### src/design/padc_pkg.sv
// Package of constants for the pipelined converter readout block
package padc_pkg;
    localparam int          DATA_W          = 14;
    localparam int          ADDR_W          = 2;
    // Register select codes
    localparam logic [1:0]  SEL_RESULT      = 2'h0;
    localparam logic [1:0]  SEL_GAIN        = 2'h1;
    localparam logic [1:0]  SEL_OFFSET      = 2'h2;
    localparam logic [1:0]  SEL_CONTROL     = 2'h3;
    // Control register field positions, then gain and offset register widths
    localparam int          CTL_PWD_BIT     = 13;
    localparam int          CTL_REF_BIT     = 12;
    localparam int          CTL_FMT_BIT     = 11;
    localparam int          CTL_TM_LSB      = 8;
    localparam int          CTL_OFFDIS_BIT  = 7;
    localparam int          GAIN_W          = 3;
    localparam int          OFFSET_W        = 8;
    // Reset values
    localparam logic [13:0] CTL_RESET       = 14'h0000;
    localparam logic [2:0]  GAIN_RESET      = 3'h0;
    localparam logic [7:0]  OFFSET_RESET    = 8'h00;
    // Latency in half cycles: 9.5 cycles
    localparam int          LATENCY_HALF    = 19;
    localparam int          LATENCY_FULL    = LATENCY_HALF / 2;
    localparam logic [13:0] MID_SCALE       = 14'h2000;
endpackage

### src/design/padc_readout.sv
// Readout logic of a pipelined 14-bit converter with a parallel register port
`timescale 1ns/1ps

module padc_readout #(
    parameter int LATENCY_CYC = padc_pkg::LATENCY_FULL
) (
    // Clock and reset
    input  wire logic                        clk,
    input  wire logic                        rstn,
    input  wire logic                        clk_en,
    // Raw sample from the converter core, offset binary
    input  wire logic [padc_pkg::DATA_W-1:0] core_sample,
    // Configuration load from the write port
    input  wire logic                        cfg_we,
    input  wire logic [padc_pkg::ADDR_W-1:0] cfg_addr,
    input  wire logic [padc_pkg::DATA_W-1:0] cfg_wdata,
    // Host read pins
    input  wire logic                        oe_n,
    input  wire logic [padc_pkg::ADDR_W-1:0] reg_sel,
    output logic      [padc_pkg::DATA_W-1:0] data_out,
    output logic      [padc_pkg::DATA_W-1:0] data_oe,
    // Analog settings
    output logic      [2:0]                  gain_code,
    output logic                             power_down
);
    import padc_pkg::*;

    // Result and read registers take two rising edges, so the shift chain is one shorter
    localparam int PIPE_D = LATENCY_CYC - 1;

    if (LATENCY_CYC < 2) begin : g_bad_latency
        $error("LATENCY_CYC must be at least 2");
    end

    // ----------------------------------------------------------------
    // Pin synchronisers
    // ----------------------------------------------------------------
    // Select bits cross one by one; the host holds them steady while reading,
    // so a skewed code can only last a single cycle
    logic              oe_n_s1_ff;
    logic              oe_n_s2_ff;
    logic [1:0]        sel_s1_ff;
    logic [1:0]        sel_s2_ff;

    always_ff @(posedge clk) begin
        if (!rstn) begin
            oe_n_s1_ff <= 1'b1;
            sel_s1_ff  <= 2'h0;
            sel_s2_ff  <= 2'h0;
            oe_n_s2_ff <= 1'b1;
        end else if (clk_en) begin
            oe_n_s1_ff <= oe_n;
            oe_n_s2_ff <= oe_n_s1_ff;
            sel_s1_ff  <= reg_sel;
            sel_s2_ff  <= sel_s1_ff;
        end
    end

    logic oe_n_sync;
    assign oe_n_sync = oe_n_s2_ff;

    // ----------------------------------------------------------------
    // Configuration registers
    // ----------------------------------------------------------------
    logic [13:0]       ctrl_ff;
    logic [2:0]        gain_ff;
    logic [7:0]        offset_ff;

    always_ff @(posedge clk) begin
        if (!rstn) begin
            ctrl_ff   <= CTL_RESET;
            gain_ff   <= GAIN_RESET;
            offset_ff <= OFFSET_RESET;
        end else if (clk_en && cfg_we) begin
            case (cfg_addr)
                SEL_GAIN:    gain_ff   <= cfg_wdata[GAIN_W-1:0];
                SEL_OFFSET:  offset_ff <= cfg_wdata[OFFSET_W-1:0];
                SEL_CONTROL: ctrl_ff   <= cfg_wdata;
                default:     ;
            endcase
        end
    end

    assign gain_code  = gain_ff;
    assign power_down = ctrl_ff[CTL_PWD_BIT];

    // ----------------------------------------------------------------
    // Conversion pipeline
    // ----------------------------------------------------------------
    // Half-cycle of the 9.5 latency is the sample edge sitting mid-period;
    // here the sample is captured on the falling edge, giving 9.5 to output.
    logic [13:0]       neg_sample_ff;
    logic [13:0]       pipe_ff [PIPE_D];
    logic [13:0]       result_ff;
    logic [13:0]       nxt_result;

    always_ff @(negedge clk) begin
        if (clk_en) begin
            neg_sample_ff <= core_sample;
        end
    end

    always_ff @(posedge clk) begin
        if (!rstn) begin
            for (int i = 0; i < PIPE_D; i++) begin
                pipe_ff[i] <= 14'h0000;
            end
        end else if (clk_en) begin
            pipe_ff[0] <= neg_sample_ff;
            for (int i = 1; i < PIPE_D; i++) begin
                pipe_ff[i] <= pipe_ff[i-1];
            end
        end
    end

    function automatic logic [13:0] fmt_result(input logic [13:0] raw, input logic [7:0] ofs,
                                               input logic dis, input logic twos);
        logic signed [15:0] sum;
        logic [13:0]        clip;
        sum = $signed({2'b00, raw}) + (dis ? 16'sd0 : 16'($signed(ofs)));
        if (sum < 0) begin
            clip = 14'h0000;
        end else if (sum > 16'sh3fff) begin
            clip = 14'h3fff;
        end else begin
            clip = sum[13:0];
        end
        return twos ? (clip ^ MID_SCALE) : clip;
    endfunction

    assign nxt_result = fmt_result(pipe_ff[PIPE_D-1], offset_ff, ctrl_ff[CTL_OFFDIS_BIT],
                                   ctrl_ff[CTL_FMT_BIT]);

    always_ff @(posedge clk) begin
        if (!rstn) begin
            result_ff <= 14'h0000;
        end else if (clk_en) begin
            result_ff <= nxt_result;
        end
    end

    // ----------------------------------------------------------------
    // Read mux and bus drivers
    // ----------------------------------------------------------------
    logic [13:0]       rdata_ff;
    logic [13:0]       nxt_rdata;
    logic [13:0]       oe_ff;

    always_comb begin
        case (sel_s2_ff)
            SEL_RESULT:  nxt_rdata = result_ff;
            SEL_GAIN:    nxt_rdata = {11'h000, gain_ff};
            SEL_OFFSET:  nxt_rdata = {6'h00, offset_ff};
            SEL_CONTROL: nxt_rdata = ctrl_ff;
            default:     nxt_rdata = 14'h0000;
        endcase
    end

    always_ff @(posedge clk) begin
        if (!rstn) begin
            rdata_ff <= 14'h0000;
            oe_ff    <= 14'h0000;
        end else if (clk_en) begin
            rdata_ff <= nxt_rdata;
            oe_ff    <= oe_n_sync ? 14'h0000 : 14'h3fff;
        end
    end

    assign data_out = rdata_ff;
    assign data_oe  = oe_ff;

    // ----------------------------------------------------------------
    // Assertions
    // ----------------------------------------------------------------
    a_oe_follows_pin: assert property (@(posedge clk) disable iff (!rstn)
        clk_en && $past(clk_en) && oe_n_sync |=> data_oe == 14'h0000)
        else $error("data driven while output enable high");
    a_oe_drives_low: assert property (@(posedge clk) disable iff (!rstn)
        clk_en && !oe_n_sync |=> data_oe == 14'h3fff)
        else $error("data not driven while output enable low");
    a_gain_read: assert property (@(posedge clk) disable iff (!rstn)
        clk_en && sel_s2_ff == SEL_GAIN |=> data_out == {11'h000, $past(gain_ff)})
        else $error("gain readback wrong");
    a_offset_read: assert property (@(posedge clk) disable iff (!rstn)
        clk_en && sel_s2_ff == SEL_OFFSET |=> data_out == {6'h00, $past(offset_ff)})
        else $error("offset readback wrong");
    a_ctrl_read: assert property (@(posedge clk) disable iff (!rstn)
        clk_en && sel_s2_ff == SEL_CONTROL |=> data_out == $past(ctrl_ff))
        else $error("control readback wrong");
    a_result_read: assert property (@(posedge clk) disable iff (!rstn)
        clk_en && sel_s2_ff == SEL_RESULT |=> data_out == $past(result_ff))
        else $error("result readback wrong");
    a_sel_path: assert property (@(posedge clk) disable iff (!rstn)
        clk_en [*3] ##0 reg_sel == SEL_OFFSET ##1 clk_en && $stable(reg_sel) ##1 clk_en
        |=> data_out == {6'h00, $past(offset_ff)})
        else $error("address pins do not steer readback");
    a_gain_drive: assert property (@(posedge clk) disable iff (!rstn)
        clk_en && cfg_we && cfg_addr == SEL_GAIN |=> gain_code == $past(cfg_wdata[2:0]))
        else $error("gain code not applied");
    a_freeze_hold: assert property (@(posedge clk) disable iff (!rstn)
        !clk_en |=> $stable(gain_code) && $stable(data_out) && $stable(data_oe) && $stable(result_ff))
        else $error("state moved while clock enable low");
    a_latency: assert property (@(posedge clk) disable iff (!rstn)
        clk_en [*8] |=> pipe_ff[PIPE_D-1] == $past(neg_sample_ff, PIPE_D))
        else $error("pipeline latency wrong");
    a_format: assert property (@(posedge clk) disable iff (!rstn)
        clk_en && ctrl_ff[CTL_OFFDIS_BIT] |=> result_ff == ($past(pipe_ff[PIPE_D-1])
                                               ^ ($past(ctrl_ff[CTL_FMT_BIT]) ? MID_SCALE : 14'h0000)))
        else $error("output format wrong");

    c_read_result: cover property (@(posedge clk) !oe_n_sync && sel_s2_ff == SEL_RESULT);
    c_read_ctrl: cover property (@(posedge clk) !oe_n_sync && sel_s2_ff == SEL_CONTROL);
    c_twos: cover property (@(posedge clk) ctrl_ff[CTL_FMT_BIT] && !oe_n_sync);
    c_gain_max: cover property (@(posedge clk) gain_ff == 3'h7);
    c_offset_off: cover property (@(posedge clk) ctrl_ff[CTL_OFFDIS_BIT] && !oe_n_sync);
endmodule

### config.mk
export PLATFORM = sky130hd
export DESIGN_NAME = padc_readout
export DESIGN_NICKNAME = d
export VERILOG_FILES = /design/src/design/padc_pkg.sv /design/src/design/padc_readout.sv
export SDC_FILE = /design/constraint.sdc
export NUM_CORES = 1
export LEC_CHECK = 0
export BUFFER_PORTS_ARGS = -buffer_cell sky130_fd_sc_hd__buf_2
export CAP_MARGIN = 20
export CORE_MARGIN = 2
export CORE_UTILIZATION = 45
export CTS_CLUSTER_SIZE = 20
export DETAILED_ROUTE_END_ITERATION = 12
export PLACE_DENSITY = 0.65
export SYNTH_ARGS = -nofsm -noshare
export SYNTH_HDL_FRONTEND = slang
export SYNTH_SLANG_ARGS = --single-unit
### constraint.sdc
create_clock -name clk -period 3.5 [get_ports clk]
set_input_delay 0.35 -clock clk [delete_from_list [all_inputs] [get_ports clk]]
set_output_delay 0.35 -clock clk [all_outputs]
set_load 0.005 [all_outputs]
==> summary.txt, run 1 <==
Timing
  • Slew margin rel.: 0.3463
  • Clk_skew: 0.03254 ns
  • Min Hold Slack: 0.1506 ns
  • Measured slew at the worst slew-check pin: 0.9805 ns
  • Final setup viols: 0
  • Highest Clock Rate: 337.4 MHz
  • Fin crit share: 0.8467
  • Count of final max-slew check failures: 0
  • Minimum clock period: 2.963 ns
  • Setup_tns: 0 ns
  • Final hold viol count: 0
  • RSZ-0062 raised after global routing: false

Floorplan
  • DIE WIDTH: 136.0 um
  • Cell row count: 48
  • Starting Density: 0.4567
  • Io pins: 69
  • Core Region: 17,180 sq um
  • Die height: 136.0 um
  • Die area: 18,510 sq um

CTS
  • CTS Buf Count: 17
  • Clock transition at the registers of the reported paths: 0.07 ns
  • CTS sink count: 186
  • Max clock buf depth: 2
  • Number of hold buffers added after CTS: 0
  • PostCTS Resize Cnt: 0
  • H-tree depth: 4
  • Clk Latency, worst-skew pair: 0.45 ns
  • Post-CTS Setup Inserts: 0
  • CTS tree: done
  • CTS Root Cell: clkbuf_16

Synthesis
  • Async S/R FF share, synth: 0
  • Synth unique cells: 50
  • Ys Warns: 0
  • Sequential share of the synthesized area: 0.6354
  • Avg Cell Area, Syn: 12.00 sq um
  • EDFF count, synth: 126
  • Syn Nets: 699
  • Post-Syn Area: 7845 sq um
  • Mapped Cells: 654
  • Post-synth top flop: edfxtp_1
  • FF+latch count, synth: 186

Power and ir drop
  • Worst vdd ir: 343.6 uV
  • Pleak: 3.926 nW
  • Tot Pwr: 0.004733 W
  • Pwr Density: 530.1 nW/um^2

Job
  • Max-Cap Viols: 0

GRT
  • Total gr overflow: 0
  • Gr usage total: 0.1614
  • First-pass GRT wire length: 23,160 um
  • Vias in the first global route: 4,694
  • Initial antenna violation count: 0
  • Largest net degree at the start of global routing: 132

Critical path
  • Critical path's slowest cell: a21boi_2
  • Critical Path Source Type: register
  • Data required, critical path: 3.83 ns
  • R2R cell count: 11
  • Crit Path Class: reg -> reg
  • RR Startpoint: ctrl_ff[7]$_SDFFE_PN0P_
  • CP Capture Type: register
  • Slowest stage delay, CP: 0.45 ns
  • Crit path cell chain: nor2b_1 > ha_1 > inv_1 > fa_1 > nand2b_1 > a21oi_1 > o311ai_1 > o21ai_1 > a21boi_2 > nor2_1 > o21ai_1
  • Worst Path Arrival: 3.30 ns
  • CP Max Fanout: 11
  • Crit-path most repeated cell: o21ai_1
  • CP startpoint: ctrl_ff[7]$_SDFFE_PN0P_

Finish
  • Layout cells sized above 1: 0.1688
  • Post-route insts no fill: 942
  • Final #Nets: 749
  • Diode count: 0
  • P&R area growth vs syn: 13.81%

Hold path
  • Hold Startpoint: oe_n
  • Hold depth: 3
  • Worst min path class: in -> reg

Place
  • Port Buffers: 68
  • Hpwl dp: 9164 um
  • Inst Count DP: 897
  • RD Place Congestion: 0.8557

Detailed routing
  • Via count: 4,896
  • Drt wl/cell: 15.06 um
  • DRT antenna net count: 0
  • Drt pass-1 iters: 4
  • Post-route DRC: 0
  • Via density: 5.197
  • Iter 0 DRT Violations: 395
  • Post-Route WL: 14,190 um

Run status
  • Outcome: finished, final reports clean
==> area by class of cell <==
class	instances	area [sq um]
flip-flops and latches	186	4985
repair buffers	77	450.4
fillers	1550	8248
clock buffers	17	425.4
well taps	225	281.5
multi-input cells	400	2546
inverters	8	33.78
clock inverters	29	206.4
==> registers in the layout, indices dropped and copies added (netlist names) <==
register	flops
data_out	14
pipe_ff	112
sel_s2_ff	2
sel_s1_ff	2
data_oe	1
offset_ff	8
oe_n_s1_ff	1
result_ff	14
ctrl_ff	14
oe_n_s2_ff	1
neg_sample_ff	14
gain_code	3
==> logic make-up (layout without fill, tap and decap cells) <==
group	after synthesis	after routing	share of synthesized area
compound gates	98	98	0.08900
xor+xnor	8	8	0.008932
mux	23	23	0.03493
flops	186	186	0.6354
simple gates	263	263	0.1780
fa+ha+maj	8	8	0.01372
buf+inv	68	131	0.04003
==> layout by cell type, fill, tap and decap left out, types with 11 or more instances in the layout <==
cell type and count:
edfxtp_1 126, and3_1 86, nand2_1 76, buf_2 66, dfxtp_1 60, and2_1 31, nor2_1 23, a21boi_0 23
inv_1 21, nor2b_1 19, a21oi_1 17, clkbuf_16 17, mux2i_1 15, o21ai_1 11, o211a_1 11
==> routing by layer <==
layer,global-route usage,up-vias,wire [um]
li1,-,2447,-
met1,0.2253,2353,6717
met2,0.2504,88,6923
met3,0.03505,8,443
met4,0.05556,0,106
met5,0,-,0
==> Yosys cell counts, types with 2 or more instances <==
| cell type | instances | share of area |
|---|---|---|
| ha_1 | 7 | 0.011 |
| mux2i_1 | 15 | 0.019 |
| xnor2_1 | 8 | 0.0089 |
| mux2_2 | 5 | 0.0072 |
| buf_2 | 2 | 0.0013 |
| edfxtp_1 | 126 | 0.48 |
| inv_1 | 9 | 0.0043 |
| or3_1 | 3 | 0.0024 |
| o21ai_1 | 11 | 0.0070 |
| dfxtp_1 | 60 | 0.15 |
| a32oi_1 | 2 | 0.0022 |
| o311ai_1 | 2 | 0.0022 |
| o21a_1 | 3 | 0.0029 |
| nor2b_1 | 19 | 0.015 |
| and2_1 | 31 | 0.025 |
| a21boi_0 | 23 | 0.022 |
| nand2b_1 | 8 | 0.0064 |
| nor3b_1 | 5 | 0.0048 |
| nor2_1 | 23 | 0.011 |
| buf_1 | 2 | 0.00096 |
| o211ai_1 | 3 | 0.0029 |
| mux4_2 | 3 | 0.0086 |
| clkbuf_1 | 41 | 0.020 |
| o211a_1 | 11 | 0.014 |
| o21ai_0 | 8 | 0.0051 |
| nand2_1 | 76 | 0.036 |
| and3_1 | 86 | 0.069 |
| a22oi_1 | 6 | 0.0057 |
| nor3_1 | 3 | 0.0019 |
| buf_4 | 13 | 0.012 |
| a21oi_1 | 17 | 0.011 |
| nand3_1 | 5 | 0.0032 |
==> critical path: cells and delay by family, from the launching register on <==
| kind | cells | cell delay, ns |
|---|---|---|
| compound gates | 5 | 1.30 |
| fa+ha+maj | 2 | 0.61 |
| buf+inv | 1 | 0.07 |
| simple gates | 3 | 0.52 |
| flops | 1 | 0.39 |
==> power breakdown <==
group | internal (W) | total (W) | leakage, nW | switching, W
clock | 0.00103 | 0.00192 | 0.353 | 0.000894
sequential | 0.00248 | 0.00253 | 1.86 | 0.0000537
combinational | 0.000118 | 0.000279 | 1.71 | 0.000161
total | 0.00362 | 0.00473 | 3.93 | 0.00111
==> through the flow <==
stage	cell area [sq um]	util	worst slack [ns]
2_1_floorplan	7849	-	0.1080
3_3_place_gp	8300	0.4832	0.7521
3_5_place_dp	8300	0.4832	0.5873
4_1_cts	8929	0.5198	0.5643
5_1_grt	8929	0.5198	0.2792
6_report	8929	0.5198	0.5366
==> worst paths after layout <==
kind / to / slack (ns)
max reg2reg: result_ff[5]$_SDFFE_PN0P_ / 0.54
min: oe_n_s1_ff$_SDFFE_PN1P_ / 0.15
max: result_ff[5]$_SDFFE_PN0P_ / 0.54
min reg2reg: result_ff[7]$_SDFFE_PN0P_ / 0.46
Note: power is estimated with default switching activity, not from simulation.
==> run 2: changes to the inputs <==
--- a/config.mk
+++ b/config.mk
@@ -5,13 +5,13 @@
 export SDC_FILE = /design/constraint.sdc
 export NUM_CORES = 1
 export LEC_CHECK = 0
+export ABC_AREA = 1
 export BUFFER_PORTS_ARGS = -buffer_cell sky130_fd_sc_hd__buf_2
 export CAP_MARGIN = 20
 export CORE_MARGIN = 2
 export CORE_UTILIZATION = 45
 export CTS_CLUSTER_SIZE = 20
 export DETAILED_ROUTE_END_ITERATION = 12
-export PLACE_DENSITY = 0.65
 export SYNTH_ARGS = -nofsm -noshare
 export SYNTH_HDL_FRONTEND = slang
 export SYNTH_SLANG_ARGS = --single-unit
==> constraint.sdc (replaced) <==
create_clock -name clk -period 2.9 [get_ports clk]
set_input_delay 0.29 -clock clk [delete_from_list [all_inputs] [get_ports clk]]
set_output_delay 0.29 -clock clk [all_outputs]
set_load 0.005 [all_outputs]
==> run 2 against run 1 <==
- fmax grew 16%
- routed wire length grew 1.2%
- hold slack lost 0.064 ns
- die area grew 2.1%
- critical path type unchanged
==> summary.txt, run 2 <==
GRT
  • Vias in the first global route: 5,006
  • Gr usage total: 0.1620
  • First-pass GRT wire length: 23,560 um
  • Largest net degree at the start of global routing: 54
  • Initial antenna violation count: 1
  • Total gr overflow: 0

Finish
  • Final Util: 0.5278
  • Most common cell after layout, fill and taps aside: inv_1
  • Max reg flops: 112
  • P&R area growth vs syn: 14.25%
  • Diode count: 0
  • Top reg by flops: pipe_ff
  • Most frequent cells in the layout: inv_1 (188), edfxtp_1 (126), nor2_1 (125)
  • Layout cells sized above 1: 0.1592
  • Final #Nets: 943

Place
  • Hpwl dp: 9384 um
  • RD Place Congestion: 0.8237
  • Port Buffers: 68

Critical path
  • Slowest stage delay, CP: 0.61 ns
  • Worst Path Arrival: 2.90 ns
  • CP delay by family, top: simple AND/OR/NAND/NOR gates
  • Critical path buffer and inverter count: 3
  • R2R cell count: 16
  • Critical Path Source Type: register
  • CP Max Fanout: 13
  • CP Capture Type: register
  • CP startpoint: ctrl_ff[7]$_SDFFE_PN0P_
  • Data required, critical path: 3.24 ns
  • Crit Path Class: reg -> reg
  • Crit path cell chain: inv_8 > nand2_1 > inv_1 > ha_1 > nand2_1 > nand2_1 > nand4_1 > nand2_1 > nand2_1 > nand2_1 > nand2_1 > nand2_1 > nand2_1 > inv_2 > o21ai_0 > o21ai_0
  • R2R Setup Slk: 0.34 ns
  • RR Endpoint: result_ff[0]$_SDFFE_PN0P_
  • Critical path's slowest cell: dfxtp_1
  • RR Startpoint: ctrl_ff[7]$_SDFFE_PN0P_
  • Crit-path most repeated cell: nand2_1

CTS
  • Number of hold buffers added after CTS: 0
  • CTS sink count: 186
  • Clk Latency, worst-skew pair: 0.45 ns
  • CTS Root Cell: clkbuf_16
  • H-tree depth: 4
  • CTS Buf Count: 17
  • Max clock buf depth: 2
  • CTS tree: done
  • Clock transition at the registers of the reported paths: 0.07 ns

Timing
  • Final setup viols: 0
  • Measured slew at the worst slew-check pin: 0.6784 ns
  • Clk_skew: 0.03238 ns
  • Fin crit share: 0.8827
  • Setup_tns: 0 ns
  • Minimum clock period: 2.560 ns
  • Highest Clock Rate: 390.6 MHz
  • Slew margin rel.: 0.5472
  • RSZ-0062 raised after global routing: false
  • Final hold viol count: 0
  • Min Hold Slack: 0.08655 ns
  • Count of final max-slew check failures: 0

Power and ir drop
  • Pwr Density: 649.2 nW/um^2
  • Tot Pwr: 0.005947 W
  • Pleak: 4.230 nW
  • Worst vdd ir: 515.8 uV

Floorplan
  • Die height: 137.5 um
  • Cell row count: 48
  • Core Region: 17,360 sq um
  • Die area: 18,900 sq um
  • Starting Density: 0.4619
  • Io pins: 69
  • DIE WIDTH: 137.5 um

Synthesis
  • EDFF count, synth: 126
  • Syn Nets: 877
  • Most frequent cell after synthesis: inv_1
  • Top cells by area, synth: edfxtp_1 (47%), dfxtp_1 (15%), inv_1 (8.2%)
  • Post-synth top flop: edfxtp_1
  • Post-Syn Area: 8018 sq um
  • Async S/R FF share, synth: 0
  • Post-synth top area share: 0.4719
  • Ys Warns: 0
  • Leading area contributor after synthesis: edfxtp_1
  • FF+latch count, synth: 186
  • Synth unique cells: 40
  • Mapped Cells: 832
  • Avg Cell Area, Syn: 9.637 sq um
  • Sequential share of the synthesized area: 0.6217
  • Top post-synthesis cells by count: inv_1 (175), edfxtp_1 (126), nor2_1 (125)

Hold path
  • WHS Endpoint: sel_s1_ff[1]$_SDFFE_PN0P_
  • Hold depth: 3
  • Worst min path class: in -> reg
  • Hold Startpoint: reg_sel[1]

Detailed routing
  • Iter 0 DRT Violations: 294
  • Drt wl/cell: 12.64 um
  • Post-Route WL: 14,360 um
  • DRT antenna net count: 0
  • Drt pass-1 iters: 4
  • Via count: 5,290
  • Via density: 4.657
  • Post-route DRC: 0

Run status
  • Outcome: finished, final reports clean

Job
  • Max-Cap Viols: 0
run 2: changes by cell type in the layout (fill, tap and decap cells not counted), sizes merged, moves of 11 or more:
| cell | previous run | this run |
|---|---|---|
| a21boi | 24 | 0 |
| a21oi | 17 | 28 |
| and2 | 32 | 1 |
| and3 | 86 | 0 |
| inv | 27 | 198 |
| mux2i | 15 | 0 |
| nand2 | 76 | 137 |
| nand3 | 5 | 24 |
| nor2 | 23 | 129 |
| nor2b | 19 | 0 |
| o211a | 11 | 0 |
| o21ai | 19 | 53 |
run 2: layout make-up:
type                       instances  area (sq um)
multi-input combinational        425          2112
inverter                         177         676.9
fill                            1567          8197
clock inverter                    28         232.7
timing repair buffer              77         432.9
clock buffer                      18         439.2
tap                              225         281.5
sequential                       186          4985
run 2: per-layer routing:
metal  up-vias  wire length [um]  global-route usage
met4         2               120             0.04754
met1      2462              6568              0.2045
met2        67              7204              0.2745
met5         -                 8                   0
li1       2747                 -                   -
met3        12               460             0.04231
run 2: tightest hold or removal path, stage by stage:
cell,delay (ns)
buf_2,0.08
nand2_1,0.04
o21ai_0,0.06
run 2: metrics by stage:
stage	setup slack [ns]	cells	instance area, sq um
finish	0.3401	1136	9160
global route	0.05308	1136	9160
detailed placement	0.2517	1091	8487
CTS	0.2443	1136	9155
global placement	0.3670	1091	8487
floorplan	0.06303	832	8025
run 2: report_power, final:
part	internal (W)	switching [W]	leakage, nW
clock	0.00136	0.00112	0.382
sequential	0.00300	0.0000567	1.87
combinational	0.000143	0.000272	1.98
total	0.00450	0.00144	4.23
run 2: cells by family (layout without fill, tap and decap cells):
logic type,after synthesis,count (layout),share of synthesized area
compound gates,110,110,0.08146
simple gates,298,298,0.1571
fa+ha+maj,8,8,0.01342
buf+inv,221,300,0.1164
xor+xnor,9,9,0.009831
flops,186,186,0.6217
run 2: worst max path at each step:
stage,to,slack [ns],cells after the start
2_1_floorplan,pipe_ff[0][0]$_SDFFCE_PN0P_,0.06,5
3_3_place_gp,result_ff[2]$_SDFFE_PN0P_,0.37,16
3_5_place_dp,result_ff[2]$_SDFFE_PN0P_,0.25,16
4_1_cts,result_ff[2]$_SDFFE_PN0P_,0.24,16
5_1_grt,result_ff[0]$_SDFFE_PN0P_,0.05,16
6_report,result_ff[0]$_SDFFE_PN0P_,0.34,16
run 2: what timing repair did:
| item | in CTS | in global routing |
|---|---|---|
| endpoints found under the setup margin | 0 | 1 |
| setup buffers | 0 | 0 |
| resized for setup | 0 | 1 |
| hold endpoints to repair | 0 | 0 |
==> run 3: changes to the inputs <==
--- a/config.mk
+++ b/config.mk
@@ -8,10 +8,13 @@
 export ABC_AREA = 1
 export BUFFER_PORTS_ARGS = -buffer_cell sky130_fd_sc_hd__buf_2
 export CAP_MARGIN = 20
+export CELL_PAD_IN_SITES_DETAIL_PLACEMENT = 0
+export CELL_PAD_IN_SITES_GLOBAL_PLACEMENT = 1
 export CORE_MARGIN = 2
 export CORE_UTILIZATION = 45
 export CTS_CLUSTER_SIZE = 20
 export DETAILED_ROUTE_END_ITERATION = 12
+export PLACE_DENSITY_LB_ADDON = 0.1
 export SYNTH_ARGS = -nofsm -noshare
 export SYNTH_HDL_FRONTEND = slang
 export SYNTH_SLANG_ARGS = --single-unit
==> run 3 against run 2 <==
- critical endpoint is now result_ff[2]$_SDFFE_PN0P_
- non-clock buffer count up 2
- utilization down 0.19 points
- cell area down 0.36%
- total power down 3.3%
==> summary.txt, run 3 (synthesis results as in run 2) <==
Hold path
  • Worst min path class: in -> reg
  • WHS Endpoint: ctrl_ff[12]$_SDFFE_PN0P_
  • Hold depth: 3
  • Hold Startpoint: cfg_wdata[12]

Timing
  • RSZ-0062 raised after global routing: false
  • Final setup viols: 0
  • Min setup slack post-route: 0.3674 ns
  • Clk_skew: 0.03325 ns
  • Highest Clock Rate: 394.8 MHz
  • Final hold viol count: 0
  • Slew margin rel.: 0.5472
  • Setup_tns: 0 ns
  • Fin crit share: 0.8733
  • Minimum clock period: 2.533 ns
  • Count of final max-slew check failures: 0
  • Measured slew at the worst slew-check pin: 0.6785 ns

CTS
  • Number of hold buffers added after CTS: 0
  • CTS sink count: 186
  • CTS Buf Count: 17
  • CTS Root Cell: clkbuf_16
  • Clock transition at the registers of the reported paths: 0.07 ns
  • CTS tree: done
  • Max clock buf depth: 2
  • Clk Latency, worst-skew pair: 0.45 ns
  • H-tree depth: 4

Critical path
  • Crit path cell chain: nor2_1 > ha_1 > inv_1 > fa_1 > inv_1 > nand3_1 > nand2_1 > nand2_1 > nand2_1 > nand3_2 > nand4_1 > nand2_2 > nand2_4 > o21ai_0 > nand2_1 > o21ai_0
  • Slowest stage delay, CP: 0.44 ns
  • Data required, critical path: 3.21 ns
  • Critical Path Source Type: register
  • Worst Path Arrival: 2.84 ns
  • WP depth: 16
  • CP Capture Type: register
  • Crit Path Class: reg -> reg
  • R2R cell count: 16
  • RR Endpoint: result_ff[2]$_SDFFE_PN0P_
  • Crit-path most repeated cell: nand2_1
  • Critical path buffer and inverter count: 2
  • R2R Setup Slk: 0.37 ns
  • Critical path's slowest cell: dfxtp_1
  • CP Max Fanout: 12
  • RR Startpoint: ctrl_ff[7]$_SDFFE_PN0P_
  • CP delay by family, top: simple AND/OR/NAND/NOR gates

GRT
  • First-pass GRT wire length: 23,980 um
  • Gr usage total: 0.1649
  • Total gr overflow: 0
  • Vias in the first global route: 5,086
  • Initial antenna violation count: 0
  • Largest net degree at the start of global routing: 92

Power and ir drop
  • Pleak: 4.219 nW
  • Reg power frac: 0.532
  • Worst vdd ir: 421.2 uV
  • Clk pwr share: 0.395
  • Switching portion of total power: 0.2421
  • Comb pwr share: 0.073
  • Pwr Density: 630.3 nW/um^2
  • Net Sw Power: 0.001393 W
  • P_int: 0.004360 W

Detailed routing
  • Via density: 4.663
  • Iter 0 DRT Violations: 269
  • Via count: 5,307
  • Drt wl/cell: 12.78 um
  • Post-Route WL: 14,550 um
  • Post-route DRC: 0
  • Drt pass-1 iters: 5
  • DRT antenna net count: 0

Floorplan
  • Starting Density: 0.4619
  • Core Region: 17,360 sq um
  • Io pins: 69
  • Cell row count: 48
  • DIE WIDTH: 137.5 um
  • Die area: 18,900 sq um
  • Die height: 137.5 um

Place
  • Port Buffers: 68
  • RD Place Congestion: 0.7920
  • Pre-CTS setup slack: 0.2626 ns
  • Hpwl dp: 9999 um

Run status
  • Outcome: finished, final reports clean

Finish
  • P&R area growth vs syn: 13.84%
  • Final Util: 0.5259
  • Max reg flops: 112
  • Most frequent cells in the layout: inv_1 (187), edfxtp_1 (126), nor2_1 (125)
  • Diode count: 0
  • Final #Nets: 945
  • Most common cell after layout, fill and taps aside: inv_1
  • Top reg by flops: pipe_ff
  • Layout cells sized above 1: 0.1621

Job
  • Max-Cap Viols: 0
run 3: worst max-delay path by stage:
stage | from | endpoint
after floorplan | rstn | pipe_ff[0][0]$_SDFFCE_PN0P_
after global placement | ctrl_ff[7]$_SDFFE_PN0P_ | result_ff[2]$_SDFFE_PN0P_
after detailed placement | ctrl_ff[7]$_SDFFE_PN0P_ | result_ff[2]$_SDFFE_PN0P_
after CTS | ctrl_ff[7]$_SDFFE_PN0P_ | result_ff[2]$_SDFFE_PN0P_
after global routing | ctrl_ff[7]$_SDFFE_PN0P_ | result_ff[2]$_SDFFE_PN0P_
final | ctrl_ff[7]$_SDFFE_PN0P_ | result_ff[2]$_SDFFE_PN0P_
run 3: worst reg2reg max path, delay by kind of cell, from the launching register on:
kind            cells  cell delay, ns
simple gates       10            1.08
fa+ha+maj           2            0.56
flops               1            0.44
compound gates      2            0.19
buf+inv             2            0.15
run 3: routing by layer:
| layer | share of wire | up-vias | global-route usage | wire, um |
|---|---|---|---|---|
| met2 | 0.51 | 72 | 0.2847 | 7431 |
| li1 | - | 2748 | - | - |
| met4 | 0.019 | 0 | 0.06243 | 274 |
| met5 | 0 | - | 0 | 0 |
| met1 | 0.44 | 2472 | 0.2006 | 6388 |
| met3 | 0.031 | 15 | 0.03863 | 452 |
run 3: layout make-up:
class / count / area (sq um)
fill: 1601 / 8229
multi-input combinational: 425 / 2107
inverter: 177 / 676.9
clock inverter: 27 / 173.9
sequential: 186 / 4985
timing repair buffer: 79 / 460.4
tap: 225 / 281.5
clock buffer: 19 / 442.9
run 3: power groups by stage:
stage | Combinational [W] | Clock, W | Sequential, W
finish | 0.000420 | 0.00227 | 0.00306
global route | 0.000484 | 0.00244 | 0.00308
CTS | 0.000427 | 0.00233 | 0.00306
detailed placement | 0.000426 | 0.0000312 | 0.00312
global placement | 0.000421 | 0.0000312 | 0.00311
floorplan | 0.000300 | 0.0000312 | 0.00310
run 3: per-stage QoR:
stage | hold WS [ns] | total power, W | area [sq um] | instances
detailed placement | 0.4447 | 0.003574 | 8509 | 1093
CTS | 0.07175 | 0.005817 | 9123 | 1138
global placement | 0.4370 | 0.003566 | 8509 | 1093
floorplan | 0.4027 | 0.003434 | 8025 | 832
finish | 0.08849 | 0.005753 | 9128 | 1138
global route | 0.06834 | 0.005996 | 9128 | 1138
run 3: repair_timing:
item	in CTS	in global routing
resized for setup	0	1
endpoints found under the hold margin	0	0
setup endpoints to repair	0	2
setup buffers	0	0
